--- config.mk ---
export PLATFORM = sky130hd
export DESIGN_NAME = ebt_timer
export DESIGN_NICKNAME = d
export VERILOG_FILES = /design/src/rtl/ebt_pkg.sv /design/src/rtl/ebt_timer.sv
export SDC_FILE = /design/constraint.sdc
export NUM_CORES = 1
export LEC_CHECK = 0
export BUFFER_PORTS_ARGS = -buffer_cell sky130_fd_sc_hd__buf_2
export CAP_MARGIN = 20
export CORE_UTILIZATION = 45
export DETAILED_ROUTE_END_ITERATION = 8
export PLACE_DENSITY = 0.77
export SLEW_MARGIN = 20
export SYNTH_ARGS = -nofsm -noshare
export SYNTH_HDL_FRONTEND = slang
export SYNTH_SLANG_ARGS = --single-unit
--- constraint.sdc ---
create_clock -name clk_i -period 3.3 [get_ports clk_i]
set_input_delay 0.165 -clock clk_i [delete_from_list [all_inputs] [get_ports clk_i]]
set_output_delay 0.165 -clock clk_i [all_outputs]
set_load 0.02 [all_outputs]
--- src/rtl/ebt_pkg.sv ---
// package for the eight-bit reload timer with waveform output
package ebt_pkg;
  // register word offsets (byte address = index * 4)
  localparam logic [11:0] IDX_PORT_SEL = 12'h00a;
  localparam logic [11:0] IDX_CLK_GATE = 12'h00d;
  localparam logic [11:0] IDX_MODE_CLK = 12'h010;
  localparam logic [11:0] IDX_MODE_OUT = 12'h011;
  localparam logic [11:0] IDX_LOAD_LO = 12'h012;
  localparam logic [11:0] IDX_LOAD_HI = 12'h013;
  localparam logic [11:0] IDX_IRQ_STAT = 12'h020;
  localparam logic [11:0] IDX_IRQ_MASK = 12'h021;
  // field positions
  localparam int BIT_RELOAD = 3;
  localparam int BIT_EVT_PIN = 0;
  localparam int BIT_OUT_PIN = 3;
  localparam int BIT_STANDBY = 0;
  localparam int BIT_PWM = 2;
  // edge select codes (mode_output[1:0])
  localparam logic [1:0] EDGE_FALL = 2'h0;
  localparam logic [1:0] EDGE_RISE = 2'h1;
  localparam logic [1:0] EDGE_BOTH = 2'h2;
  // clock select codes
  localparam logic [2:0] CSEL_2048 = 3'h0;
  localparam logic [2:0] CSEL_512 = 3'h1;
  localparam logic [2:0] CSEL_128 = 3'h2;
  localparam logic [2:0] CSEL_EVT = 3'h7;
  // instruction cycle and periods in instruction cycles
  localparam int TCYC_CLKS = 4;
  localparam int PER_2048 = 2048;
  localparam int PER_512 = 512;
  localparam int PER_128 = 128;
  localparam int MODE_DELAY_INSN = 2;
  localparam int MODE_DELAY_CLKS = MODE_DELAY_INSN * TCYC_CLKS;
  localparam logic [7:0] CNT_TOP = 8'hff;
  localparam logic [7:0] CNT_ZERO = 8'h00;
  localparam logic [3:0] NIB_ZERO = 4'h0;
endpackage : ebt_pkg

--- src/rtl/ebt_timer.sv ---
// eight-bit reload timer with event input, toggle/pwm output, wishbone regs
`timescale 1ns/1ns
`default_nettype none

// Notes on behaviour
// count up by one per input clock
// overflow at FF, reload or zero
// overflow sets sticky flag until cleared
// load write starts count from value
// event input counts pin edges, pin enabled
// event edge falling, rising or both
// source keeps both-edge spacing two cycles
// output pin enable bit 3, mode select
// toggle output inverts on overflow
// free-run pwm duty changes next frame
// reload pwm restarts frame on write
// standby bit stops counter, keeps modes
// clock mode register four bits, reset zero
// clock mode applies two instructions later
// software writes load after mode settles
// select 2048, 512 or 128 cycle periods
// low nibble staged, high nibble loads
// high read latches low nibble
// event pin synchronised before edge detect
module ebt_timer
  import ebt_pkg::*;
#(
  parameter int TCYC = TCYC_CLKS // system clocks per instruction cycle
) (
  // clock and reset
  input wire logic clk_i,
  input wire logic rst_i,
  // wishbone slave
  input wire logic cyc_i,
  input wire logic stb_i,
  input wire logic we_i,
  input wire logic [13:0] adr_i,
  input wire logic [3:0] sel_i,
  input wire logic [31:0] dat_i,
  output logic [31:0] dat_o,
  output logic ack_o,
  // pins
  input wire logic event_count_pin_i,
  output logic waveform_out_pin_o,
  output logic waveform_out_pin_oe_o,
  // interrupt
  output logic irq_o
);

  // prescaler width follows the longest period, so any tcyc ratio fits
  localparam int PW = $clog2(PER_2048 * TCYC);

  // registers
  logic [3:0] port_sel_q; // port_function_select_two
  logic [3:0] clk_gate_q; // module_clock_gate_one
  logic [3:0] mode_clk_wr_q; // written mode, not yet in force
  logic [3:0] mode_clk_q; // mode in force
  logic [3:0] mode_out_q;
  logic [3:0] load_lo_q;
  logic [3:0] load_hi_q;
  logic [3:0] cap_lo_q; // latched low nibble
  logic [7:0] cnt_q;
  logic [7:0] duty_q; // compare value used in current pwm frame
  logic wave_q;
  logic irq_stat_q;
  logic irq_mask_q;
  logic ack_q;
  logic [31:0] dat_q;
  logic [3:0] mdly_q; // mode settle countdown
  logic [PW-1:0] pre_q; // prescaler
  logic [2:0] evt_sync_q; // three-stage pin synchroniser

  // bus timing in short:
  // - a request is taken on the edge where cyc and stb are high and
  //   no answer is pending, so every access has one wait state
  // - writes land on that taking edge; the master sees ack one edge later
  // - read data is registered and stands only while ack stands
  // - the !ack_q term keeps a held request from being taken twice
  // - unmapped addresses still answer, reads give zero, writes vanish
  // - mode and load registers are write-only, mode reads give zero and
  //   the capture pair shares the load pair's addresses
  // bus decode
  wire logic req = cyc_i && stb_i && !ack_q;
  wire logic [11:0] idx = adr_i[13:2];
  wire logic wr = req && we_i && sel_i[0];
  wire logic rd = req && !we_i;
  wire logic wr_load_hi = wr && idx == IDX_LOAD_HI;
  wire logic wr_load_lo = wr && idx == IDX_LOAD_LO;
  wire logic wr_mode_clk = wr && idx == IDX_MODE_CLK;
  wire logic rd_cap_hi = rd && idx == IDX_LOAD_HI;

  // gating and mode fields
  wire logic standby = clk_gate_q[BIT_STANDBY];
  wire logic reload_sel = mode_clk_q[BIT_RELOAD];
  wire logic [2:0] csel = mode_clk_q[2:0];
  wire logic pwm_mode = mode_out_q[BIT_PWM];
  wire logic [1:0] edge_sel = mode_out_q[1:0];
  wire logic [7:0] load_val = {load_hi_q, load_lo_q};

  // prescaler tap selection: ticks once per selected period
  function automatic logic [PW-1:0] period_clks(input logic [2:0] c);
    unique case (c)
      CSEL_512: period_clks = PW'(PER_512 * TCYC - 1);
      CSEL_128: period_clks = PW'(PER_128 * TCYC - 1);
      default: period_clks = PW'(PER_2048 * TCYC - 1);
    endcase
  endfunction : period_clks

  // prescaler hits terminal count; >= also catches a shortened period
  wire logic pre_tick = pre_q >= period_clks(csel);

  // event edge detect on second and third stages only
  wire logic evt_rise = evt_sync_q[1] && !evt_sync_q[2];
  wire logic evt_fall = !evt_sync_q[1] && evt_sync_q[2];
  wire logic evt_hit = (edge_sel == EDGE_FALL && evt_fall) ||
    (edge_sel == EDGE_RISE && evt_rise) ||
    (edge_sel == EDGE_BOTH && (evt_rise || evt_fall));
  wire logic evt_mode = csel == CSEL_EVT && port_sel_q[BIT_EVT_PIN];

  // selected count pulse
  wire logic cnt_tick = !standby &&
    (evt_mode ? evt_hit : (csel != CSEL_EVT && pre_tick));
  wire logic ovf = cnt_tick && cnt_q == CNT_TOP;

  // bus answer and control registers
  always_ff @(posedge clk_i) begin
    if (rst_i) begin
      ack_q <= 1'b0;
      dat_q <= 32'h0;
      port_sel_q <= NIB_ZERO;
      clk_gate_q <= NIB_ZERO;
      mode_clk_wr_q <= NIB_ZERO;
      mode_out_q <= NIB_ZERO;
      load_lo_q <= NIB_ZERO;
      load_hi_q <= NIB_ZERO;
      irq_mask_q <= 1'b0;
      cap_lo_q <= NIB_ZERO;
    end else begin
      ack_q <= req; // one wait cycle, unmapped answers too
      if (wr) begin
        unique case (idx)
          IDX_PORT_SEL: port_sel_q <= dat_i[3:0];
          IDX_CLK_GATE: clk_gate_q <= dat_i[3:0];
          IDX_MODE_CLK: mode_clk_wr_q <= dat_i[3:0];
          IDX_MODE_OUT: mode_out_q <= dat_i[3:0];
          IDX_LOAD_LO: load_lo_q <= dat_i[3:0];
          IDX_LOAD_HI: load_hi_q <= dat_i[3:0];
          IDX_IRQ_MASK: irq_mask_q <= dat_i[0];
          default: ;
        endcase
      end
      if (rd_cap_hi) cap_lo_q <= cnt_q[3:0];
      dat_q <= 32'h0;
      if (rd) begin
        unique case (idx)
          IDX_PORT_SEL: dat_q <= {28'h0, port_sel_q};
          IDX_CLK_GATE: dat_q <= {28'h0, clk_gate_q};
          IDX_LOAD_LO: dat_q <= {28'h0, cap_lo_q};
          IDX_LOAD_HI: dat_q <= {28'h0, cnt_q[7:4]};
          IDX_IRQ_STAT: dat_q <= {31'h0, irq_stat_q};
          IDX_IRQ_MASK: dat_q <= {31'h0, irq_mask_q};
          default: dat_q <= 32'h0;
        endcase
      end
    end
  end

  // mode register settles two instruction times after write
  always_ff @(posedge clk_i) begin
    if (rst_i) begin
      mode_clk_q <= NIB_ZERO;
      mdly_q <= 4'h0;
    end else if (wr_mode_clk) begin
      mdly_q <= 4'(MODE_DELAY_INSN * TCYC);
    end else if (mdly_q != 4'h0) begin
      mdly_q <= mdly_q - 4'h1;
      if (mdly_q == 4'h1) mode_clk_q <= mode_clk_wr_q;
    end
  end

  // prescaler and pin synchroniser
  always_ff @(posedge clk_i) begin
    if (rst_i) begin
      pre_q <= '0;
      evt_sync_q <= 3'h0;
    end else begin
      evt_sync_q <= {evt_sync_q[1:0], event_count_pin_i};
      if (standby || pre_tick) pre_q <= '0;
      else pre_q <= pre_q + PW'(1);
    end
  end

  // pwm frames in short:
  // - a frame starts at overflow, or at a load write in reload pwm
  // - the wave is low from frame start until the count meets the duty
  //   compare value, then high until the frame ends
  // - free-running pwm takes a new duty only at the next overflow,
  //   so a write keeps the running duty but still sets the count
  // - reload pwm restarts at once from the written value
  // counter, pwm frame compare and output wave
  always_ff @(posedge clk_i) begin
    if (rst_i) begin
      cnt_q <= CNT_ZERO;
      duty_q <= CNT_ZERO;
      wave_q <= 1'b0;
    end else if (wr_load_hi) begin
      cnt_q <= {dat_i[3:0], load_lo_q};
      if (pwm_mode && reload_sel) begin
        duty_q <= {dat_i[3:0], load_lo_q};
        wave_q <= 1'b0;
      end
    end else if (ovf) begin
      cnt_q <= reload_sel ? load_val : CNT_ZERO;
      if (pwm_mode) begin
        duty_q <= load_val;
        wave_q <= 1'b0;
      end else begin
        wave_q <= !wave_q;
      end
    end else if (cnt_tick) begin
      cnt_q <= cnt_q + 8'h1;
      // wave rises when the count meets the frame's duty value
      if (pwm_mode && cnt_q == duty_q) wave_q <= 1'b1;
    end
  end

  // sticky interrupt flag, set wins over write-one clear
  always_ff @(posedge clk_i) begin
    if (rst_i) irq_stat_q <= 1'b0;
    else if (ovf) irq_stat_q <= 1'b1;
    else if (wr && idx == IDX_IRQ_STAT && dat_i[0]) irq_stat_q <= 1'b0;
  end

  assign ack_o = ack_q;
  assign dat_o = dat_q;
  assign irq_o = irq_stat_q && irq_mask_q;
  assign waveform_out_pin_o = wave_q;
  assign waveform_out_pin_oe_o = port_sel_q[BIT_OUT_PIN];

  // assertions
  property p_count;
    @(posedge clk_i) disable iff (rst_i)
      cnt_tick && !ovf && !wr_load_hi |=> cnt_q == $past(cnt_q) + 8'h1;
  endproperty
  a_count: assert property (p_count) else $error("count step");
  property p_ovf;
    @(posedge clk_i) disable iff (rst_i) ovf && !wr_load_hi |=>
      cnt_q == ($past(reload_sel) ? $past(load_val) : CNT_ZERO);
  endproperty
  a_ovf: assert property (p_ovf) else $error("overflow load");
  property p_flag;
    @(posedge clk_i) disable iff (rst_i) ovf |=> irq_stat_q;
  endproperty
  a_flag: assert property (p_flag) else $error("flag not set");
  property p_load;
    @(posedge clk_i) disable iff (rst_i)
      wr_load_hi |=> cnt_q == {$past(dat_i[3:0]), $past(load_lo_q)};
  endproperty
  a_load: assert property (p_load) else $error("load value");
  property p_lo_nochg;
    @(posedge clk_i) disable iff (rst_i)
      wr_load_lo && !cnt_tick |=> cnt_q == $past(cnt_q);
  endproperty
  a_lo_nochg: assert property (p_lo_nochg) else $error("low write");
  property p_toggle;
    @(posedge clk_i) disable iff (rst_i)
      ovf && !pwm_mode && !wr_load_hi |=> wave_q != $past(wave_q);
  endproperty
  a_toggle: assert property (p_toggle) else $error("toggle");
  property p_standby;
    @(posedge clk_i) disable iff (rst_i) standby |-> !cnt_tick;
  endproperty
  a_standby: assert property (p_standby) else $error("standby");
  property p_mode_dly;
    @(posedge clk_i) disable iff (rst_i)
      wr_mode_clk ##1 !wr_mode_clk [*7] |=> mode_clk_q == mode_clk_wr_q;
  endproperty
  a_mode_dly: assert property (p_mode_dly) else $error("mode delay");
  property p_oe;
    @(posedge clk_i) disable iff (rst_i)
      waveform_out_pin_oe_o == port_sel_q[BIT_OUT_PIN];
  endproperty
  a_oe: assert property (p_oe) else $error("pin enable");

  // the flag holds until a write of one clears it
  property p_flag_hold;
    @(posedge clk_i) disable iff (rst_i)
      irq_stat_q && !(wr && idx == IDX_IRQ_STAT && dat_i[0]) |=> irq_stat_q;
  endproperty
  a_flag_hold: assert property (p_flag_hold) else $error("flag lost");

  // the event pin counts nothing unless its function is enabled
  property p_evt_gate;
    @(posedge clk_i) disable iff (rst_i)
      csel == CSEL_EVT && !port_sel_q[BIT_EVT_PIN] |-> !cnt_tick;
  endproperty
  a_evt_gate: assert property (p_evt_gate) else $error("pin gate");

  // each qualified edge is one count pulse from settled stages
  property p_evt_sync;
    @(posedge clk_i) disable iff (rst_i)
      evt_hit |-> evt_sync_q[1] != evt_sync_q[2];
  endproperty
  a_evt_sync: assert property (p_evt_sync) else $error("edge sync");

  // every pwm frame opens with the wave low
  property p_pwm_frame;
    @(posedge clk_i) disable iff (rst_i)
      pwm_mode && ovf && !wr_load_hi |=> !wave_q;
  endproperty
  a_pwm_frame: assert property (p_pwm_frame) else $error("frame");

  // free-running pwm keeps the running duty across a load write
  property p_pwm_next;
    @(posedge clk_i) disable iff (rst_i)
      pwm_mode && !reload_sel && wr_load_hi |=> duty_q == $past(duty_q);
  endproperty
  a_pwm_next: assert property (p_pwm_next) else $error("duty");

  // reload pwm restarts the frame on the load write
  property p_pwm_reload;
    @(posedge clk_i) disable iff (rst_i)
      pwm_mode && reload_sel && wr_load_hi |=>
        !wave_q && duty_q == {$past(dat_i[3:0]), $past(load_lo_q)};
  endproperty
  a_pwm_reload: assert property (p_pwm_reload) else $error("restart");

  // the upper read captures the lower count nibble
  property p_capture;
    @(posedge clk_i) disable iff (rst_i)
      rd_cap_hi |=> cap_lo_q == $past(cnt_q[3:0]);
  endproperty
  a_capture: assert property (p_capture) else $error("capture");

  // the prescaler drives the count whenever it is the source
  property p_prescale;
    @(posedge clk_i) disable iff (rst_i)
      pre_tick && !standby && csel != CSEL_EVT |-> cnt_tick;
  endproperty
  a_prescale: assert property (p_prescale) else $error("prescale");

  // the answer is a one-cycle pulse
  property p_ack_pulse;
    @(posedge clk_i) disable iff (rst_i) ack_o |=> !ack_o;
  endproperty
  a_ack_pulse: assert property (p_ack_pulse) else $error("ack width");

  // main scenarios reached
  c_ovf: cover property (@(posedge clk_i) disable iff (rst_i) ovf);
  c_pwm: cover property (@(posedge clk_i) disable iff (rst_i)
    pwm_mode && wave_q);
  c_evt: cover property (@(posedge clk_i) disable iff (rst_i)
    evt_mode && evt_hit);
  c_rd: cover property (@(posedge clk_i) disable iff (rst_i) rd_cap_hi);

endmodule : ebt_timer
`default_nettype wire

==> out/metrics.csv <==
stage;metric;value;unit
sta;unrepaired setup endpoints after global routing;false;
worst_setup_path;crit path max fanout;8;
pwr;sw power;0.512;mW
logic_synthesis;Synth Warn #;0;
sta;final-report hold violation count;0;
layout;post-layout util;52.1;%
pwr;maximum VDD drop;0.000235;V
sta;Worst slew margin;53.4;%
sta;worst setup margin;0.532;ns
worst_setup_path;critical path type;flip-flop to flip-flop;
drt;Via density;5.51;
sta;Pins Over Slew Limit;0;
sta;Worst Skew;0.0133;ns
layout;most common cell after layout, fill and taps aside;dfxtp_1;
clocking;htree depth;3;
sta;crit path time final;2.77;ns
worst_setup_path;worst reg2reg startpoint;mode_clk_q[0];
placed_design;I/O Buffers;30;
run;Max-cap violations;0;
pwr;Flop pwr share;44.6;%
pwr;Clock Power Share;44.3;%
drt;DRC viols;0;
floorplanning;Die H;95.3;um
placed_design;detailed placer's ending HPWL;5960;um
worst_setup_path;crit start category;flip-flop;
pwr;Lkg Pwr;1.68;nW
sta;Worst Tran Pin Value;0.694;ns
drt;post-route ant nets;0;
layout;Area Overhead vs Synth;10.5;%
floorplanning;Starting Density;47.2;%
clocking;worst skew pair latency;0.35;ns
logic_synthesis;Synth top area share;38.4;%
hold_path;worst hold path endpoint;evt_sync_q[0];
logic_synthesis;synthesized area;3920;um2
layout;final net count;553;
outcome;outcome;finished clean;
clocking;clk buf depth;2;
logic_synthesis;Synth area leader;dfxtp_1;
worst_setup_path;Worst Reg-to-Reg Cells;9;
layout;non-filler instance count after layout;596;
layout;layout cells sized above 1;13.4;%
worst_setup_path;CP arrival;3.03;ns
worst_setup_path;worst reg2reg setup slack;0.53;ns
drt;Post-Route WL;8470;um
pwr;internal power;1.64;mW
drt;Avg WL per Cell;14.2;um
pwr;pwr dens;497;nW/um2
clocking;Num CTS Buffers;9;
global_route;largest net degree at the start of global routing;37;
global_route;first-pass GRT wire length;13800;um
drt;DR iter-0 viols;356;
global_route;vias in the first global route;3006;
sta;Final period util;83.9;%
logic_synthesis;top cells by area, synth;dfxtp_1 38%, mux2i_1 6.9%, nor2_1 6.7%;
hold_path;hold crit path type;input port to flip-flop;
pwr;switching share of power;23.8;%
clocking;# hold bufs at CTS;0;
worst_setup_path;reg2reg end;cnt_q[7];
sta;# setup viols final;0;
pwr;combinational fraction of design power;11.1;%
placed_design;gpl congestion;0.885;
sta;Fin Setup TNS;0;ns
logic_synthesis;number of enable flip-flop cells after synthesis;0;
logic_synthesis;post-synthesis register bit count;75;
global_route;Total GRT Usage;19.6;%
hold_path;min-delay src;event_count_pin_i;
logic_synthesis;Cells after Synth;460;
floorplanning;Top Ports;92;
clocking;CTS resizes;0;
floorplanning;die area;9080;um2
global_route;initial antenna violation count;0;
clocking;CTS clk-pin slew, worst paths;0.08;ns
clocking;CTS tree;done;
sta;fmax;361;MHz
floorplanning;row cnt;33;
logic_synthesis;sequential fraction of the synthesis area;38.4;%
worst_setup_path;WP data required;3.56;ns
clocking;Clock Sink Count;75;
logic_synthesis;synthesized area per cell;8.51;um2
placed_design;dpl ws;0.569;ns
layout;Antenna diodes;0;
floorplanning;Die Wd;95.3;um
logic_synthesis;FFs w/ async S/R, synth;0;%
logic_synthesis;Synth cell types;54;
clocking;Post-CTS Setup Inserts;0;
layout;most frequent cells in the layout;75 x dfxtp_1, 70 x nor2_1, 38 x nand2_1;
pwr;Tot Pwr;2.15;mW
logic_synthesis;Synth Flop Type;dfxtp_1;
global_route;total gr overflow;0;
clocking;clk root buf;clkbuf_8;
worst_setup_path;CP endpoint kind;flip-flop;
drt;via count;3284;
placed_design;placed insts;580;
floorplanning;Core Region;8300;um2
hold_path;WHS Path Cells;2;
drt;Pre-antenna DRT Iters;5;
critical path: stages (launching register included):
cell and delay (ns):
dfxtp_1 0.39, xnor2_1 0.13, nor2_1 0.07, ha_1 0.31, nand4_1 0.10, nor4_2 0.35
or4_1 0.34, nand2_2 0.18, or4_1 0.54, a311oi_1 0.26
worst max-delay path by stage:
stage	startpoint	end	slack [ns]	cells after the start
4_1_cts	mode_clk_q[0]	cnt_q[7]	0.56	9
2_1_floorplan	mode_clk_q[0]	duty_q[2]	0.84	10
5_1_grt	mode_clk_q[1]	cnt_q[7]	0.29	8
6_report	mode_clk_q[0]	cnt_q[7]	0.53	9
3_3_place_gp	mode_clk_q[0]	cnt_q[7]	0.64	9
3_5_place_dp	mode_clk_q[0]	cnt_q[7]	0.57	9
logic make-up (layout without fill, tap and decap cells):
logic type / Yosys count / after routing / synth area share, %
multiplexers: 31 / 31 / 8.05
buffers and inverters: 56 / 60 / 8.28
AND/OR/NAND/NOR: 198 / 198 / 25.8
flip-flops: 75 / 75 / 38.4
AO/OA/AOI/OAI: 64 / 64 / 10.5
adder cells (fa/ha/maj): 11 / 11 / 3.52
other: 1 / 28 / 0.0958
XOR/XNOR: 24 / 24 / 5.37
registers in the layout, summed over array words and instances (netlist names):
name                count
cap_lo_q                4
irq_mask_q              1
clk_gate_q              4
dat_o                   4
pre_q                  13
mdly_q                  4
irq_stat_q              1
evt_sync_q              3
mode_out_q              3
load_hi_q               4
mode_clk_q              4
duty_q                  8
cnt_q                   8
waveform_out_pin_o      1
port_sel_q              4
mode_clk_wr_q           4
load_lo_q               4
ack_o                   1
power by group through the flow:
stage                     combinational (mW)  sequential (mW)  clock (mW)
after global placement                 0.225            0.980           0
final                                  0.239            0.961       0.954
after global routing                   0.272            0.965        1.01
after CTS                              0.241            0.961       0.967
after floorplan                        0.212            0.977           0
after detailed placement               0.239            0.982           0
per-stage QoR:
step / cell area [um2] / hold WS [ns]
floorplan: 4020 / 0.293
global placement: 4050 / 0.377
detailed placement: 4050 / 0.400
CTS: 4330 / 0.0299
global route: 4330 / 0.0462
finish: 4330 / 0.0454
final cells by class:
class,count,area (um2)
fillers,743,3970
multi-input cells,356,2200
flip-flops and latches,75,1500
repair buffers,35,188
clock buffers,12,155
well taps,105,131
clock inverters,4,120
inverters,9,33.8
cells in the mapped netlist, types with 3 or more instances:
cell type,instances
dfxtp_1,75
nor2_1,70
nand2_1,38
buf_4,28
mux2i_1,27
a21oi_1,26
nand3_1,22
xnor2_1,14
clkbuf_1,11
ha_1,11
nor3_1,10
xor2_1,10
inv_1,9
nand4_1,8
nor3b_1,8
o21ai_0,8
and3_1,7
a21o_1,6
buf_2,6
a31oi_1,4
mux2_2,4
nand2b_1,4
a22oi_1,3
a311oi_1,3
and2_1,3
nor2b_1,3
o32ai_1,3
or4_1,3
routing by layer:
metal  GRT usage [%]  wire length, um
met5               0                0
met4            8.71              157
met3            3.91              576
met2            31.4             3990
met1            25.3             3740
Note: power is estimated with default switching activity, not from simulation.
